$ cat src/hmc_map.vh
`ifndef HMC_MAP_VH
`define HMC_MAP_VH

// ==========================================================================
// Event codes.
`define HMC_EV_REQUEST 8'h01
`define HMC_EV_DIR_PROBE 8'h0c
`define HMC_EV_DIR_UPDATE 8'h0d
`define HMC_EV_MEM_READ 8'h17
`define HMC_EV_MEM_WRITE 8'h1a
`define HMC_EV_STARVED 8'h22
`define HMC_EV_SPEC_SNOOP 8'h53
`define HMC_EV_SPEC_EARLY 8'h54
`define HMC_EV_ZERO_LEN_WB 8'h58
`define HMC_EV_LINK2_ADDR 8'h59
`define HMC_EV_LINK2_DATA 8'h5a

// ==========================================================================
// Register byte offsets (counter control words then counter values).
`define HMC_OFF_CTRL0 8'h00
`define HMC_OFF_CTRL1 8'h04
`define HMC_OFF_CTRL2 8'h08
`define HMC_OFF_CTRL3 8'h0c
`define HMC_OFF_CNT0 8'h10
`define HMC_OFF_CNT1 8'h14
`define HMC_OFF_CNT2 8'h18
`define HMC_OFF_CNT3 8'h1c
`define HMC_OFF_STATUS 8'h20

// ==========================================================================
// Control word fields.
`define HMC_CTL_EV_LSB 0
`define HMC_CTL_EV_MSB 7
`define HMC_CTL_MASK_LSB 8
`define HMC_CTL_MASK_MSB 15
`define HMC_CTL_EN_BIT 22
`define HMC_CTL_RST_BIT 17
`define HMC_CTL_RESET 32'h0000_0000
`define HMC_CTL_WMASK 32'h0040_ffff

// Status register: bit 0 says the directory is implemented.
`define HMC_ST_DIR_BIT 0
`define HMC_BAD_ADDR_DATA 32'h0000_0000

`endif

$ cat src/hmc_counter.v
`timescale 1ns/10ps

// One general counter with enable and synchronous clear.
module hmc_counter #(
  parameter CW = 48,
  parameter INCW = 6
) (
  input wire clk_i,
  input wire rst_i,
  input wire ce_i,
  input wire en_i,
  input wire clr_i,
  input wire [INCW-1:0] inc_i,
  output reg [CW-1:0] cnt_o
);
  always @(posedge clk_i) begin
    if (rst_i) begin
      cnt_o <= {CW{1'b0}};
    end else if (ce_i) begin
      if (clr_i) begin
        cnt_o <= {CW{1'b0}};
      end else if (en_i) begin
        cnt_o <= cnt_o + {{(CW-INCW){1'b0}}, inc_i};
      end
    end
  end
endmodule

$ cat src/hmc_event_sel.v
`timescale 1ns/10ps
`include "hmc_map.vh"

// Turns one control word and the occurrence signals into an increment.
module hmc_event_sel #(
  parameter CRW = 6,
  parameter INCW = 6
) (
  input wire [7:0] ev_code_i,
  input wire [7:0] umask_i,
  input wire [1:0] req_rd_i,
  input wire [1:0] req_wr_i,
  input wire [1:0] dir_probe_i,
  input wire [1:0] dir_upd_i,
  input wire [CRW-1:0] link2_addr_cred_i,
  input wire [CRW-1:0] link2_data_cred_i,
  input wire [3:0] starved_i,
  input wire [2:0] mem_rd_cnt_i,
  input wire [3:0] mem_wr_i,
  input wire zero_len_wb_i,
  input wire [2:0] spec_snoop_i,
  input wire [3:0] spec_early_i,
  input wire spec_early_any_i,
  output reg [INCW-1:0] inc_o
);
  always @* begin
    inc_o = {INCW{1'b0}};
    case (ev_code_i)
      `HMC_EV_REQUEST: inc_o = {{(INCW-1){1'b0}}, |({req_wr_i, req_rd_i} & umask_i[3:0])};
      `HMC_EV_DIR_PROBE: inc_o = {{(INCW-1){1'b0}}, |(dir_probe_i & umask_i[1:0])};
      `HMC_EV_DIR_UPDATE: inc_o = {{(INCW-1){1'b0}}, |(dir_upd_i & umask_i[1:0])};
      `HMC_EV_LINK2_ADDR: inc_o = link2_addr_cred_i[INCW-1:0];
      `HMC_EV_LINK2_DATA: inc_o = link2_data_cred_i[INCW-1:0];
      `HMC_EV_STARVED: inc_o = {{(INCW-1){1'b0}}, |(starved_i & umask_i[3:0])};
      `HMC_EV_MEM_READ: inc_o = umask_i[0] ? {{(INCW-3){1'b0}}, mem_rd_cnt_i} : {INCW{1'b0}};
      `HMC_EV_MEM_WRITE: inc_o = {{(INCW-1){1'b0}}, |(mem_wr_i & umask_i[3:0])};
      `HMC_EV_ZERO_LEN_WB: inc_o = {{(INCW-1){1'b0}}, zero_len_wb_i};
      `HMC_EV_SPEC_SNOOP: inc_o = {{(INCW-1){1'b0}}, |(spec_snoop_i & umask_i[3:1])};
      `HMC_EV_SPEC_EARLY: inc_o = {{(INCW-1){1'b0}},
        (umask_i[0] & spec_early_any_i) | (|(spec_early_i & umask_i[4:1]))};
      default: inc_o = {INCW{1'b0}};
    endcase
  end
endmodule

$ cat src/hmc_top.v
// The Wishbone register port and the placing of the registers were left to the implementer.
`timescale 1ns/10ps
`include "hmc_map.vh"

// Operation
// - Event 0x0c counts directory lookups; mask bit0 snoop-needed, bit1 snoop-not-needed.
// - Lookup is snoop-needed when directory bit set, otherwise not-needed.
// - Directory events are meaningful only where a directory exists.
// - Event 0x0d counts directory updates; bit0 sets, bit1 clears.
// - Set on remote read into remote cache; clear when all snoops invalid.
// - Event 0x59 accumulates link 2 address-channel ingress credits per cycle.
// - Event 0x5a accumulates link 2 block-data ingress credits per cycle.
// - Event 0x22 counts credit-starved cycles; bits 0-3 pick addr/data links.
// - Event 0x17 with mask bit0 adds normal reads issued, up to four.
// - Bypass-path reads are excluded from the memory read count.
// - Event 0x1a counts memory writes; bits 0-3 pick full/partial, isochronous or not.
// - Event 0x58 counts dropped zero-length modified-to-invalid writebacks.
// - Event 0x53 counts one per broadcasting request; bits 1-3 select sources.
// - Event 0x54 counts early clean returns; bit0 all, bits 1-4 subtypes.
// - Event 0x01 counts entering reads and writes of every kind.
// - Request mask bits 0-1 local/remote reads, bits 2-3 local/remote writes.
// - All but memory reads and link 2 credits add at most one; any counter 0-3.
module hmc_top #(
  parameter CW = 48,
  parameter CRW = 6,
  parameter NCNT = 4,
  parameter HAS_DIR = 1'b1
) (
  input wire clk_i,
  input wire rst_i,
  input wire ce_i,
  input wire cyc_i,
  input wire stb_i,
  input wire we_i,
  input wire [7:0] adr_i,
  input wire [3:0] sel_i,
  input wire [31:0] dat_i,
  output reg [31:0] dat_o,
  output wire ack_o,
  input wire [1:0] req_rd_i,
  input wire [1:0] req_wr_i,
  input wire dir_probe_i,
  input wire dir_bit_set_i,
  input wire remote_read_fill_i,
  input wire snoops_all_invalid_i,
  input wire [CRW-1:0] link2_addr_cred_i,
  input wire [CRW-1:0] link2_data_cred_i,
  input wire [3:0] starved_i,
  input wire [3:0] mem_rd_issue_i,
  input wire [3:0] mem_rd_bypass_i,
  input wire [3:0] mem_wr_i,
  input wire zero_len_wb_i,
  input wire [2:0] spec_snoop_i,
  input wire [3:0] spec_early_i,
  input wire spec_early_any_i
);
  localparam INCW = CRW;

  // ==========================================================================
  // Occurrence conditioning.
  wire [1:0] probe_class;
  wire [1:0] upd_class;
  wire [3:0] rd_norm;
  wire [2:0] rd_cnt;

  // Without a directory the lookup and update lines are forced quiet.
  assign probe_class = HAS_DIR ? {dir_probe_i & ~dir_bit_set_i, dir_probe_i & dir_bit_set_i} : 2'b00;
  assign upd_class = HAS_DIR ? {snoops_all_invalid_i, remote_read_fill_i} : 2'b00;
  assign rd_norm = mem_rd_issue_i & ~mem_rd_bypass_i;
  assign rd_cnt = {2'b00, rd_norm[0]} + {2'b00, rd_norm[1]} + {2'b00, rd_norm[2]} + {2'b00, rd_norm[3]};

  // ==========================================================================
  // Wishbone slave: single-cycle ack, registered read data.
  reg ack_r;
  wire req = cyc_i & stb_i;
  wire [2:0] idx = adr_i[4:2];
  wire is_ctrl = (adr_i[7:4] == 4'h0) & (adr_i[1:0] == 2'b00);
  wire is_cnt = (adr_i[7:4] == 4'h1) & (adr_i[1:0] == 2'b00);
  assign ack_o = ack_r;

  reg [31:0] ctrl_r [0:NCNT-1];
  wire [CW-1:0] cnt_w [0:NCNT-1];

  genvar g;
  generate
    for (g = 0; g < NCNT; g = g + 1) begin : ch
      wire [INCW-1:0] inc;
      wire wr_hit = req & we_i & ~ack_r & is_ctrl & (idx[1:0] == g);
      wire [31:0] bmask = {{8{sel_i[3]}}, {8{sel_i[2]}}, {8{sel_i[1]}}, {8{sel_i[0]}}} & `HMC_CTL_WMASK;
      always @(posedge clk_i) begin
        if (rst_i) begin
          ctrl_r[g] <= `HMC_CTL_RESET;
        end else if (ce_i) begin
          if (wr_hit) begin
            ctrl_r[g] <= (ctrl_r[g] & ~bmask) | (dat_i & bmask);
          end
        end
      end
      hmc_event_sel #(.CRW(CRW), .INCW(INCW)) u_sel (
        .ev_code_i(ctrl_r[g][`HMC_CTL_EV_MSB:`HMC_CTL_EV_LSB]),
        .umask_i(ctrl_r[g][`HMC_CTL_MASK_MSB:`HMC_CTL_MASK_LSB]),
        .req_rd_i(req_rd_i),
        .req_wr_i(req_wr_i),
        .dir_probe_i(probe_class),
        .dir_upd_i(upd_class),
        .link2_addr_cred_i(link2_addr_cred_i),
        .link2_data_cred_i(link2_data_cred_i),
        .starved_i(starved_i),
        .mem_rd_cnt_i(rd_cnt),
        .mem_wr_i(mem_wr_i),
        .zero_len_wb_i(zero_len_wb_i),
        .spec_snoop_i(spec_snoop_i),
        .spec_early_i(spec_early_i),
        .spec_early_any_i(spec_early_any_i),
        .inc_o(inc)
      );
      // Every event is offered to every counter.
      hmc_counter #(.CW(CW), .INCW(INCW)) u_cnt (
        .clk_i(clk_i),
        .rst_i(rst_i),
        .ce_i(ce_i),
        .en_i(ctrl_r[g][`HMC_CTL_EN_BIT]),
        .clr_i(wr_hit & sel_i[2] & dat_i[`HMC_CTL_RST_BIT]),
        .inc_i(inc),
        .cnt_o(cnt_w[g])
      );
    end
  endgenerate

  // ==========================================================================
  // Read path. Only the low 32 bits of each counter are visible; software
  // must tolerate wrap, traded for a single-word register map.
  reg [31:0] rd_nxt;
  always @* begin
    rd_nxt = `HMC_BAD_ADDR_DATA;
    if (is_ctrl) begin
      rd_nxt = ctrl_r[idx[1:0]];
    end else if (is_cnt) begin
      rd_nxt = cnt_w[idx[1:0]][31:0];
    end else if (adr_i == `HMC_OFF_STATUS) begin
      rd_nxt = {31'h0000_0000, HAS_DIR[0]};
    end
  end

  always @(posedge clk_i) begin
    if (rst_i) begin
      ack_r <= 1'b0;
      dat_o <= 32'h0000_0000;
    end else if (ce_i) begin
      ack_r <= req & ~ack_r;
      if (req & ~ack_r & ~we_i) begin
        dat_o <= rd_nxt;
      end
    end
  end
endmodule

$ cat config.mk
export PLATFORM = sky130hd
export DESIGN_NAME = hmc_top
export DESIGN_NICKNAME = d
export VERILOG_FILES = /design/src/hmc_counter.v /design/src/hmc_event_sel.v /design/src/hmc_top.v
export VERILOG_INCLUDE_DIRS = /design/src
export SDC_FILE = /design/constraint.sdc
export NUM_CORES = 1
export LEC_CHECK = 0
export BUFFER_PORTS_ARGS = -buffer_cell sky130_fd_sc_hd__buf_2
export CELL_PAD_IN_SITES_DETAIL_PLACEMENT = 1
export CELL_PAD_IN_SITES_GLOBAL_PLACEMENT = 1
export CORE_MARGIN = 3
export CORE_UTILIZATION = 40
export CTS_CLUSTER_SIZE = 10
export DETAILED_ROUTE_END_ITERATION = 6
export PLACE_DENSITY = 0.81
export SYNTH_ARGS = -nofsm -noshare
export SYNTH_HDL_FRONTEND = slang
export SYNTH_SLANG_ARGS = --single-unit
$ cat constraint.sdc
create_clock -name clk_i -period 6.15 [get_ports clk_i]
set_input_delay 0.9225 -clock clk_i [delete_from_list [all_inputs] [get_ports clk_i]]
set_output_delay 0.9225 -clock clk_i [all_outputs]
set_load 0.02 [all_outputs]
=== Word level (Yosys, flattened, before mapping) ===
Memory sizes are Yosys's and may differ from the RTL's.
Index checks and enable logic that the tools add are counted.

* Equality and inequality tests: 49
* $lt $le $gt $ge: 1
* Reductions and logical operators: 40
* Multiplexer cells: 44
* $add $sub $neg: 7
* Bitwise logic cells: 78

{| class="wikitable"
|+ Operator list
! operator !! number
|-
| $mux W48 || 8
|-
| $pmux W6 S11 || 4
|-
| $mux W32 || 8
|-
| $add A48 B6 Y48 || 4
|-
| $eq A8 B7 Y1 const B || 20
|-
| $and A32 B32 Y32 || 4
|-
| $or A32 B32 Y32 || 4
|-
| $bmux W48 S2 || 1
|-
| $and A4 B4 Y4 || 17
|-
| $eq A8 B4 Y1 const B || 8
|-
| $eq A8 B5 Y1 const B || 8
|-
| $reduce_or A4 Y1 || 16
|-
| $eq A8 B6 Y1 const B || 5
|-
| $and A32 B23 Y32 || 1
|-
| $eq A8 B1 Y1 const B || 4
|-
| $not A23 Y32 || 1
|-
| $and A1 B1 Y1 || 26
|-
| $mux W1 || 19
|-
| $and A2 B2 Y2 || 8
|-
| $reduce_or A2 Y1 || 8
|-
| $and A3 B3 Y3 || 4
|-
| $mux W3 || 4
|-
| $reduce_or A3 Y1 || 4
|-
| $reduce_and A2 Y1 || 5
|-
| other kinds (14) || 28
|}

* Word-level logic and storage cells: 226
* Bits in writable memories: 128
* Flip-flop bits (word level): 225
* Output and inout port bits: 33
* Memories: 1

{| class="wikitable"
|+ Memory list
! memory !! depth !! bits a word !! rd ports !! clocked after Yosys merged registers in !! write ports !! RTL line !! text
|-
| ctrl_r || 4 || 32 || 5 || 0 || 4 || hmc_top.v:81 || <nowiki>reg [31:0] ctrl_r [0:NCNT-1];</nowiki>
|}

=== Logic depth before layout (Yosys ltp) ===
Gate-level depths: netlist of the first run.

* Depth in word-level cells: 10
* Depth in mapped cells: 15
* Mapped depth without buffers: 14

=== Hierarchy ===
Synthesis of the first run repeated with hierarchy kept, for this count alone.

* Cells, all modules: 1874
* Area, all modules: 17090.1 µm²

{| class="wikitable"
|+ Modules (own cells, without submodules)
! module !! instances !! area each (µm²) !! cells each !! sequential area each (µm²)
|-
| hmc_counter at ch[0].u_cnt ... || 3 || 2439.8 || 288 || 960.9
|-
| hmc_top || 1 || 5736.8 || 488 || 2702.6
|-
| hmc_counter at ch[1].u_cnt || 1 || 2437.3 || 290 || 960.9
|-
| hmc_event_sel || 4 || 399.1 || 58 || 0.0
|}

=== Worst setup path after synthesis of the first run ===
Ideal clock, no wire load.

* Path type: input-to-reg
* From: input port mem_rd_bypass_i[0]
* To: register ch[0].u_cnt.cnt_o[13]
* Setup slack: 1.739 ns
* Arrival: 4.341 ns
* Cell stages on the path: 15
* Cells stage by stage: nand2b_1 fa_1 inv_1 ha_1 ha_1 a222oi_1 inv_1 ha_1 a211oi_1 o21ai_0 a31oi_1 clkbuf_1 clkbuf_1 o21ai_0 a21oi_1

* Word-level cells in the longest chain between the ends: 10

{| class="wikitable"
|+ Ends and longest elaborated chain
! item !! RTL line !! text
|-
| from (decl) || hmc_top.v:50 || <nowiki>input wire [3:0] mem_rd_bypass_i,</nowiki>
|-
| $not A4 Y4 || hmc_top.v:69 || <nowiki>assign rd_norm = mem_rd_issue_i & ~mem_rd_bypass_i;</nowiki>
|-
| $and A4 B4 Y4 || hmc_top.v:69 ||
|-
| $add A1 B1 Y2 || hmc_top.v:70 || <nowiki>assign rd_cnt = {2'b00, rd_norm[0]} + {2'b00, rd_norm[1]} + {2'b00, rd_norm[2]} + {2'b00, rd_norm[3]};</nowiki>
|-
| $add A2 B1 Y3 || hmc_top.v:70 ||
|-
| $add A3 B1 Y3 || hmc_top.v:70 ||
|-
| $mux W3 || hmc_event_sel.v:35 || <nowiki>`HMC_EV_MEM_READ: inc_o = umask_i[0] ? {{(INCW-3){1'b0}}, mem_rd_cnt_i} : {INCW{1'b0}};</nowiki>
|-
| $pmux W6 S11 || hmc_event_sel.v:28 || <nowiki>case (ev_code_i)</nowiki>
|-
| $add A48 B6 Y48 || hmc_counter.v:23 || <nowiki>cnt_o <= cnt_o + {{(CW-INCW){1'b0}}, inc_i};</nowiki>
|-
| $mux W48 || hmc_counter.v:22 || <nowiki>end else if (en_i) begin</nowiki>
|-
| $mux W48 || hmc_counter.v:20 || <nowiki>if (clr_i) begin</nowiki>
|-
| to (signal assigned) || hmc_counter.v:18 || <nowiki>cnt_o <= {CW{1'b0}};</nowiki>
|-
| to (signal assigned) || hmc_counter.v:21 || <nowiki>cnt_o <= {CW{1'b0}};</nowiki>
|-
| to (signal assigned) || hmc_counter.v:23 ||
|-
| to (decl) || hmc_counter.v:14 || <nowiki>output reg [CW-1:0] cnt_o</nowiki>
|}

Every way passes these cells. The select of a mux whose other input is x is not followed.
A chain may end at the register's enable or synchronous reset.

==> results of run 1 <==
## cell usage in the layout (no fill, tap or decap), types with 10 or more instances in the layout
master | synthesis | final
sky130_fd_sc_hd__ha_1 | 26 | 26
sky130_fd_sc_hd__and3_1 | 18 | 18
sky130_fd_sc_hd__o211ai_1 | 10 | 10
sky130_fd_sc_hd__mux2_2 | 19 | 19
sky130_fd_sc_hd__edfxtp_1 | 68 | 68
sky130_fd_sc_hd__mux4_2 | 49 | 49
sky130_fd_sc_hd__nor3b_1 | 18 | 18
sky130_fd_sc_hd__nor2_1 | 105 | 105
sky130_fd_sc_hd__dfxtp_1 | 161 | 161
sky130_fd_sc_hd__a222oi_1 | 10 | 10
sky130_fd_sc_hd__o21ai_0 | 48 | 48
sky130_fd_sc_hd__nand4_1 | 31 | 31
sky130_fd_sc_hd__a22o_1 | 12 | 12
sky130_fd_sc_hd__clkbuf_16 | 0 | 28
sky130_fd_sc_hd__a21o_1 | 15 | 15
sky130_fd_sc_hd__nand2_1 | 97 | 97
sky130_fd_sc_hd__o31ai_1 | 72 | 72
sky130_fd_sc_hd__nor2b_1 | 10 | 10
sky130_fd_sc_hd__nand2b_1 | 75 | 75
sky130_fd_sc_hd__a211oi_1 | 15 | 15
sky130_fd_sc_hd__clkbuf_1 | 77 | 11
sky130_fd_sc_hd__a21oi_1 | 193 | 193
sky130_fd_sc_hd__a22oi_1 | 70 | 70
sky130_fd_sc_hd__inv_1 | 25 | 25
sky130_fd_sc_hd__or4_1 | 80 | 80
sky130_fd_sc_hd__or3_1 | 28 | 27
sky130_fd_sc_hd__nand3_1 | 44 | 44
sky130_fd_sc_hd__buf_4 | 1 | 10
sky130_fd_sc_hd__buf_2 | 15 | 111
## how the worst max path moves through the flow
stage	end	slack, ns	start	depth (start not counted)
after floorplan	ch[0].u_cnt.cnt_o[13]	1.74	mem_rd_bypass_i[0]	15
after global placement	ch[3].u_cnt.cnt_o[26]	1.25	mem_rd_bypass_i[0]	15
after detailed placement	ch[3].u_cnt.cnt_o[16]	1.17	mem_rd_bypass_i[0]	15
after CTS	ch[0].u_cnt.cnt_o[12]	1.71	mem_rd_bypass_i[0]	14
after global routing	ch[0].u_cnt.cnt_o[12]	1.37	mem_rd_bypass_i[0]	14
final	ch[2].u_cnt.cnt_o[22]	1.62	ctrl_r[2][0]	12
## critical path, stage by stage (launching register included)
cell and delay [ns]:
sky130_fd_sc_hd__edfxtp_1 0.54, sky130_fd_sc_hd__inv_1 0.16, sky130_fd_sc_hd__nor2_1 0.51, sky130_fd_sc_hd__a32oi_1 0.20
sky130_fd_sc_hd__or4_1 0.46, sky130_fd_sc_hd__o211ai_1 0.16, sky130_fd_sc_hd__ha_1 0.27, sky130_fd_sc_hd__fa_1 0.25
sky130_fd_sc_hd__a211oi_1 0.09, sky130_fd_sc_hd__o21ai_0 0.50, sky130_fd_sc_hd__nand2_1 0.52, sky130_fd_sc_hd__or4_1 0.63
sky130_fd_sc_hd__a21oi_1 0.14
## layout make-up
class / instances / area [um2]
clock buffer: 42 / 783.3
clock inverter: 5 / 58.81
multi-input combinational: 1186 / 8429
inverter: 25 / 93.84
sequential: 229 / 5265
antenna: 1 / 2.502
tap: 455 / 569.3
fill: 4055 / 18880
timing repair buffer: 121 / 630.6
## per-layer routing
layer,track usage (%),up-vias
met2,39.83,560
met5,0,-
met3,4.761,107
met1,35.65,6880
li1,-,6138
met4,7.926,0
## flip-flops by register name (all words and copies together), names as in the netlist
name / count
ack_o: 1
ch.u_cnt.cnt_o: 128
ctrl_r: 68
dat_o: 32
## power groups by stage
stage	Clock [mW]	Sequential [mW]	Combinational (mW)
2_1_floorplan	0	1.61	0.157
3_5_place_dp	0	1.63	0.244
6_report	1.58	1.60	0.251
3_3_place_gp	0	1.63	0.239
5_1_grt	1.66	1.60	0.268
4_1_cts	1.59	1.60	0.246
## per-stage QoR
stage,hold WS [ns],power (mW),cells,area (um2),setup slack (ns)
after floorplan,0.4460,1.771,1538,14140,1.739
final,0.4876,3.431,2064,15830,1.624
after detailed placement,0.4788,1.877,2016,14990,1.168
after CTS,0.4924,3.437,2063,15830,1.710
after global routing,0.5309,3.528,2063,15830,1.369
after global placement,0.4595,1.871,2016,14990,1.252
## cell families (layout without fill, tap and decap cells)
family / Yosys count / after routing / synth area share, %
adder cells (fa/ha/maj): 31 / 31 / 3.009
buffers and inverters: 123 / 193 / 3.425
AO/OA/AOI/OAI: 482 / 482 / 21.76
other: 0 / 1 / 0
multiplexers: 77 / 77 / 9.955
AND/OR/NAND/NOR: 585 / 585 / 23.94
XOR/XNOR: 11 / 11 / 0.6813
flip-flops: 229 / 229 / 37.24
==> flow_metrics.tcl, run 1 <==
set metrics [dict create \
    hold_path.class "register to register" \
    synthMostInstantiatedCell "sky130_fd_sc_hd__a21oi_1" \
    timing.final.setup_violations 0 \
    detail_route.iter0.violations 1528 \
    final-hold-violation-count 0 \
    wirelength_met1_um 21080 \
    rr_endpoint "ch[2].u_cnt.cnt_o[22]" \
    clock_sinks 229 \
    num_vias 13690 \
    grt_start_max_net_pins 49 \
    synth-warning-count 0 \
    switchingPower_mw 0.8595 \
    design.die.area_mm2 0.03764 \
    num-nets-final 1717 \
    clkLatencyLatePin_ns 0.57 \
    htree_levels 1 \
    final_period_minus_worst_setup_slack_ns 4.526 \
    worst_pin_slew_ns 1.193 \
    violated_checks "design-rule violations" \
    power.ir.vdd_worst_uv 196.8 \
    syn_inst 1538 \
    run_status "finished, violations left" \
    initial_antenna_violation_count 0 \
    numPortBuffers 112 \
    ioPinCount 128 \
    crit_share_post_route_pct 73.60 \
    max_cap_violations 0 \
    synth.cell_area_mm2 0.01414 \
    topRoutingLayerUsed "met4" \
    synth_edf_count 68 \
    grt_overflow_total 0 \
    yosysTopAreaCell "sky130_fd_sc_hd__dfxtp_1" \
    worst-endpoint-arrival_ns 5.02 \
    clock-root-buffer "sky130_fd_sc_hd__clkbuf_16" \
    synthesized_area_divided_by_synthesized_cell_count_um2 9.194 \
    synth_async_sr_flop_share_pct 0 \
    pwr-share-seq_pct 46.7 \
    clock.fmax_ghz 0.2209 \
    synthDistinctLibCells 68 \
    cp.required_ns 6.64 \
    die_height_um 194.0 \
    synth-seq-cells 229 \
    cp-start-kind "register" \
    timing.hold.worst_path_depth 2 \
    cts_tree "built" \
    intPower_mw 2.572 \
    worst_setup_hold_path_clk_slew_ns 0.06 \
    finalWeightedCongestion 0.9554 \
    die_width_um 194.0 \
    growth_of_design_area_from_synthesis_to_finish_pct 11.97 \
    remaining_drc_errors 3 \
    crit_fanout 19 \
    critPathCaptureType "register" \
    drtPass1Iterations 7 \
    fp.coreArea_mm2 0.03471 \
    timing.setup.tns_ns 0 \
    leakage_nw 5.428 \
    fin_skew_ns 0.01388 \
    drive_above_1_share_pct 15.67 \
    row_count 68 \
    leading_cell_types_by_total_area_after_synthesis "sky130_fd_sc_hd__dfxtp_1 23%, sky130_fd_sc_hd__edfxtp_1 14%, sky130_fd_sc_hd__mux4_2 7.8%, sky130_fd_sc_hd__a21oi_1 6.8%, sky130_fd_sc_hd__or4_1 4.2%" \
    grt_pass1_vias 13560 \
    ant_nets 0 \
    r2r_setup_slack_ns 1.62 \
    slew-limit-headroom_pct 20.44 \
    cts_buffers 28 \
    aggregate_global_route_resource_usage_pct 25.38 \
    wl_per_cell_um 24.09 \
    power_switching_share_pct 25.05 \
    post-cts-setup-buffer-count 0 \
    crit_type "register to register" \
    synth-main-ff-cell "sky130_fd_sc_hd__dfxtp_1" \
    r2r.worst_path.cells 12 \
    met2_wirelength_um 22660 \
    worst_r2r_startpoint "ctrl_r[2][0]" \
    timing.hold.worst.start "dat_o[30]" \
    cts-resized-gates 0 \
    initial_utilization_pct 40.73 \
    drt-vias-per-instance 6.630 \
    fraction_of_synthesized_cell_area_taken_by_the_top_area_cell_type_pct 22.79 \
    hpwlAfterDp_um 36350 \
    grt_pass1_wl_um 77460 \
    finalCoreUtilization_pct 45.61 \
    count_of_hold_fix_buffers_inserted_at_cts 0 \
    clkPwrFrac_pct 46.0 \
    number_of_buffers_between_clock_root_and_the_deepest_sink 3 \
    sum_of_met3_wire_segment_lengths_after_detailed_routing_um 4455 \
    synth.net_count 1664 \
    synth-seq-area-share_pct 37.24 \
    power.share.combinational_pct 7.3 \
    worst_hold_path.endpoint "dat_o[30]" \
    rsz0062_at_grt "false" \
    p_per_area_mw_per_mm2 216.7 \
    routed_wl_um 49730 \
    synth.cells.most_frequent "193 x sky130_fd_sc_hd__a21oi_1, 161 x sky130_fd_sc_hd__dfxtp_1, 105 x sky130_fd_sc_hd__nor2_1, 97 x sky130_fd_sc_hd__nand2_1, 80 x sky130_fd_sc_hd__or4_1" \
    final_max_slew_viol_count 0 \
]
(Power assumes the default switching activity.)
==> run 2: changes to the inputs <==
PLACE_DENSITY = 0.84   (was 0.81)
clock period = 3.8 ns   (was 6.15 ns; I/O delays follow)
==> flow_metrics.tcl, run 2 (same netlist as run 1, synthesis figures left out) <==
set metrics [dict create \
    final_max_slew_viol_count 0 \
    crit_fanout 26 \
    grt_overflow_total 0 \
    hpwlAfterDp_um 38600 \
    drtPass1Iterations 7 \
    worst_pin_slew_ns 0.8328 \
    placement.cell_area_mm2 0.01574 \
    growth_of_design_area_from_synthesis_to_finish_pct 18.04 \
    grt_pass1_wl_um 80720 \
    largest_register_ffs 128 \
    slew-limit-headroom_pct 44.35 \
    initial_utilization_pct 40.73 \
    violated_checks "design-rule violations" \
    crit_share_post_route_pct 98.46 \
    cp-start-kind "register" \
    remaining_drc_errors 16 \
    routed_wl_um 52010 \
    finalInstanceArea_mm2 0.01669 \
    ant_nets 0 \
    leakage_nw 5.958 \
    antenna_cells_inserted 0 \
    fp.coreArea_mm2 0.03471 \
    cp.required_ns 4.23 \
    mostFrequentLayoutCells "192 x sky130_fd_sc_hd__a21oi_1, 161 x sky130_fd_sc_hd__dfxtp_1, 111 x sky130_fd_sc_hd__buf_2, 105 x sky130_fd_sc_hd__nor2_1" \
    aggregate_global_route_resource_usage_pct 26.41 \
    die_height_um 194.0 \
    design.die.area_mm2 0.03764 \
    hold_path.class "primary input to register" \
    fin_skew_ns 0.01598 \
    row_count 68 \
    die_width_um 194.0 \
    timing.critical_path.from "ctrl_r[2][8]" \
    worst_setup_hold_path_clk_slew_ns 0.06 \
    grt_pass1_vias 14140 \
    cts_buffers 29 \
    numPortBuffers 112 \
    max_cap_violations 0 \
    layout_commonest_cell "sky130_fd_sc_hd__a21oi_1" \
    layout.cells.non_filler 2158 \
    finalWeightedCongestion 0.9576 \
    initial_antenna_violation_count 0 \
    grt_start_max_net_pins 58 \
    number_of_buffers_between_clock_root_and_the_deepest_sink 3 \
    ioPinCount 128 \
    cts_tree "built" \
    path_cells "a222oi_1, a211oi_2, a2111oi_0, o211ai_1, ha_1, buf_4, a211oi_1, o21ai_0, a31oi_2, buf_12, or4_1, a21oi_1" \
    num_vias 14210 \
    detail_route.iter0.violations 1456 \
    clock.fmax_ghz 0.2673 \
    final-hold-violation-count 0 \
    cp_slowest_stage_delay_ns 0.60 \
    htree_levels 1 \
    clock-root-buffer "sky130_fd_sc_hd__clkbuf_16" \
    critPathCaptureType "register" \
    largestRegisters "ch.u_cnt.cnt_o (128), ctrl_r (68), dat_o (32)" \
    p_per_area_mw_per_mm2 339.6 \
    power.ir.vdd_worst_uv 375.5 \
    largest-register "ch.u_cnt.cnt_o" \
    crit_type "register to register" \
    place.detailed.instances 2104 \
    worst_r2r_startpoint "ctrl_r[2][8]" \
    timing.hold.worst.start "rst_i" \
    finalHoldWorstSlack_ns 0.3874 \
    n_fill_cell 4034 \
    worst_path_max_delay_cell "sky130_fd_sc_hd__a222oi_1" \
    timing.final.setup_violations 0 \
    num-nets-final 1811 \
    worst-endpoint-arrival_ns 4.17 \
    drive_above_1_share_pct 20.90 \
    clkLatencyLatePin_ns 0.57 \
    drt-vias-per-instance 6.584 \
    clock_sinks 229 \
    final_period_minus_worst_setup_slack_ns 3.741 \
    wl_per_cell_um 24.10 \
    run_status "finished, violations left" \
]
==> run 2: cell types whose count changed in the layout (fill, tap and decap cells not counted), moves of 2 or more <==
cell / previous run / this run
sky130_fd_sc_hd__clkinv_1: 2 / 0
sky130_fd_sc_hd__o21ai_1: 1 / 6
sky130_fd_sc_hd__a211oi_1: 15 / 12
sky130_fd_sc_hd__clkbuf_8: 3 / 6
sky130_fd_sc_hd__o21ai_0: 48 / 42
sky130_fd_sc_hd__buf_4: 10 / 97
sky130_fd_sc_hd__a211oi_2: 0 / 3
sky130_fd_sc_hd__buf_12: 0 / 6
==> run 2: per-stage QoR <==
step | setup WS (ns) | total power [mW] | utilization (%) | TNS, ns
finish | 0.05850 | 5.668 | 48.08 | 0
global route | -0.01058 | 5.838 | 48.08 | -0.01498
CTS | 0.05527 | 5.680 | 47.89 | 0
detailed placement | -0.4670 | 3.078 | 45.34 | -32.17
global placement | -0.4059 | 3.065 | 45.34 | -27.05
floorplan | -0.003227 | 2.866 | - | -0.003227
==> run 2: final cells by class <==
class	count	area (um2)	area share [%]
Multi-Input combinational cell	1186	8473	50.76
Inverter	25	93.84	0.5622
Sequential cell	229	5265	31.54
Tap cell	455	569.3	3.411
Timing Repair Buffer	214	1404	8.411
Clock buffer	46	849.6	5.090
Clock inverter	3	36.28	0.2174
==> run 2: final timing paths <==
check / end / slack (ns) / cells past startpoint
hold / removal: dat_o[10] / 0.39 / 2
setup / recovery: ch[2].u_cnt.cnt_o[27] / 0.06 / 12
hold reg to reg: ch[3].u_cnt.cnt_o[5] / 0.48 / 2
setup reg to reg: ch[2].u_cnt.cnt_o[27] / 0.06 / 12
==> run 2: what timing repair did <==
action                                  4_1_cts  5_1_grt
pin swaps                                     0        3
buffers inserted                              0        5
hold buffers                                  0        0
endpoints found under the setup margin        7       47
resized for setup                             1        9
gates cloned                                  0        0
==> run 2: worst max-delay path, delay by kind of cell (launching register included) <==
kind / cells / cell delay, ns
AOI/OAI and AO/OA: 8 / 2.30
DFF: 1 / 0.58
buffers and inverters: 2 / 0.34
adders and majority gates: 1 / 0.24
and+or+nand+nor: 1 / 0.13
==> run 2: metal layers <==
| metal | part of all wire (%) | routed length, um | GRT usage, % |
|---|---|---|---|
| met4 | 2.8 | 1438 | 7.420 |
| met1 | 42 | 21820 | 36.72 |
| met2 | 46 | 24130 | 42.58 |
| met3 | 8.9 | 4624 | 4.570 |
| met5 | 0 | 0 | 0 |
==> run 2: power breakdown <==
group,total [mW],leakage [nW],switching (mW),internal [mW]
Combinational,0.467,3.53,0.286,0.182
Sequential,2.58,2.00,0.0386,2.54
Clock,2.62,0.428,1.10,1.52
==> run 3: changes to the inputs <==
PLACE_DENSITY = 0.81   (was 0.84)
clock period = 4.5 ns   (was 3.8 ns; I/O delays follow)
==> flow_metrics.tcl, run 3 (same netlist as run 1, synthesis figures left out) <==
set metrics [dict create \
    clkLatencyLatePin_ns 0.58 \
    grt_overflow_total 0 \
    die_width_um 194.0 \
    mostFrequentLayoutCells "193 x sky130_fd_sc_hd__a21oi_1, 161 x sky130_fd_sc_hd__dfxtp_1, 111 x sky130_fd_sc_hd__buf_2, 105 x sky130_fd_sc_hd__nor2_1, 97 x sky130_fd_sc_hd__nand2_1" \
    drive_above_1_share_pct 16.53 \
    slew-limit-headroom_pct 21.79 \
    growth_of_design_area_from_synthesis_to_finish_pct 12.99 \
    detail_route.iter0.violations 1219 \
    cp.required_ns 4.96 \
    aggregate_global_route_resource_usage_pct 25.10 \
    number_of_buffers_between_clock_root_and_the_deepest_sink 3 \
    fp.coreArea_mm2 0.03471 \
    placement.cell_area_mm2 0.01517 \
    final_period_minus_worst_setup_slack_ns 4.081 \
    layout_commonest_cell "sky130_fd_sc_hd__a21oi_1" \
    antenna_cells_inserted 0 \
    crit_type "primary input to register" \
    fin_total_pwr_mw 4.624 \
    remaining_drc_errors 7 \
    max_cap_violations 0 \
    grt_start_max_net_pins 49 \
    worst_pin_slew_ns 1.173 \
    worst_setup_hold_path_clk_slew_ns 0.06 \
    largest-register "ch.u_cnt.cnt_o" \
    cp_slowest_stage_delay_ns 0.63 \
    ioPinCount 128 \
    clock-root-buffer "sky130_fd_sc_hd__clkbuf_16" \
    hpwlAfterDp_um 36250 \
    path_cells "buf_2, nand2b_1, fa_1, inv_1, ha_1, a2111oi_0, o211ai_1, ha_1, fa_1, a211oi_1, o21ai_0, nand2_1, buf_12, nor3b_1, mux2i_1" \
    rr_endpoint "ch[2].u_cnt.cnt_o[26]" \
    violated_checks "design-rule violations" \
    worst_path_max_delay_cell "sky130_fd_sc_hd__a2111oi_0" \
    clock_sinks 229 \
    cts_tree "built" \
    timing.final.setup_violations 0 \
    fin_skew_ns 0.02879 \
    p_per_area_mw_per_mm2 289.4 \
    drtPass1Iterations 7 \
    worst_r2r_startpoint "ctrl_r[2][9]" \
    power.ir.vdd_worst_uv 316.7 \
    timing.setup.tns_ns 0 \
    finalWeightedCongestion 0.9678 \
    cts-resized-gates 0 \
    cts_buffers 28 \
    critPathCaptureType "register" \
    post-cts-setup-buffer-count 0 \
    leakage_nw 5.520 \
    htree_levels 1 \
    worst-endpoint-arrival_ns 4.54 \
    crit_fanout 19 \
    design.die.area_mm2 0.03764 \
    final-hold-violation-count 0 \
    finalCoreUtilization_pct 46.02 \
    ant_nets 0 \
    count_of_hold_fix_buffers_inserted_at_cts 0 \
    r2r.worst_path.cells 13 \
    initial_utilization_pct 40.73 \
    final_max_slew_viol_count 0 \
    finalInstanceArea_mm2 0.01598 \
    r2r_setup_slack_ns 0.52 \
    numPortBuffers 112 \
    routed_wl_um 49700 \
    grt_pass1_vias 13690 \
    clock.fmax_ghz 0.2450 \
    rsz0062_at_grt "false" \
    wl_per_cell_um 23.94 \
    row_count 68 \
    cp-start-kind "primary input" \
    initial_antenna_violation_count 1 \
    die_height_um 194.0 \
    hold_path.class "register to register" \
    drt-vias-per-instance 6.574 \
    grt_pass1_wl_um 76870 \
    num_vias 13650 \
    endpoint "ch[2].u_cnt.cnt_o[26]" \
    largest_register_ffs 128 \
    num-nets-final 1733 \
    largestRegisters "ch.u_cnt.cnt_o (128), ctrl_r (68), dat_o (32)" \
    timing.critical_path.from "mem_rd_bypass_i[0]" \
    crit_share_post_route_pct 90.69 \
    run_status "finished, violations left" \
]
[run 3: changes by cell type in the layout (fill, tap and decap cells not counted), sizes merged]
cell / previous run / this run
clkinv: 0 / 4
clkinvlp: 1 / 0
inv: 27 / 26
clkbuf: 46 / 39
buf: 214 / 137
[run 3: how the worst min path moves through the flow]
| stage | slack, ns | to | startpoint | cells past startpoint |
|---|---|---|---|---|
| global placement | 0.46 | ch[3].u_cnt.cnt_o[5] | ch[3].u_cnt.cnt_o[5] | 2 |
| global route | 0.51 | ch[3].u_cnt.cnt_o[5] | ch[3].u_cnt.cnt_o[5] | 2 |
| detailed placement | 0.47 | ch[3].u_cnt.cnt_o[5] | ch[3].u_cnt.cnt_o[5] | 2 |
| CTS | 0.48 | ch[3].u_cnt.cnt_o[5] | ch[3].u_cnt.cnt_o[5] | 2 |
| finish | 0.48 | ch[3].u_cnt.cnt_o[5] | ch[3].u_cnt.cnt_o[5] | 2 |
| floorplan | 0.45 | ch[2].u_cnt.cnt_o[5] | ch[2].u_cnt.cnt_o[5] | 2 |
[run 3: worst max-delay path: cells and delay by family]
| kind | cells | cell delay, ns |
|---|---|---|
| adders and majority gates | 4 | 1.63 |
| AOI/OAI and AO/OA | 4 | 1.39 |
| and+or+nand+nor | 3 | 0.42 |
| buffers and inverters | 3 | 0.30 |
| muxes | 1 | 0.14 |
[run 3: per-layer routing]
layer  wire [um]  global-route usage, %
met4        1870                  9.043
met1       21770                  34.86
met2       22140                  39.19
met5           0                      0
met3        3924                  4.813
[run 3: power breakdown]
part / leakage [nW] / switching, mW / internal, mW
Sequential: 2.00 / 0.0432 / 2.14
Combinational: 3.13 / 0.217 / 0.129
Clock: 0.392 / 0.933 / 1.16
Total: 5.52 / 1.19 / 3.43
[run 3: area by class of cell]
type                    instances  area [um2]
fillers                      4067       18740
multi-input cells            1186        8429
flip-flops and latches        229        5265
repair buffers                137       813.3
clock buffers                  39       752.0
well taps                     455       569.3
inverters                      25       93.84
clock inverters                 5       53.80
[run 3: stage by stage]
step / instances / hold WS, ns / worst slack, ns
after floorplan: 1538 / 0.4460 / 0.3363
after global placement: 2032 / 0.4597 / 0.06684
after detailed placement: 2032 / 0.4684 / -0.03258
after CTS: 2076 / 0.4778 / 0.5672
after global routing: 2076 / 0.5053 / 0.2416
final: 2076 / 0.4776 / 0.4191
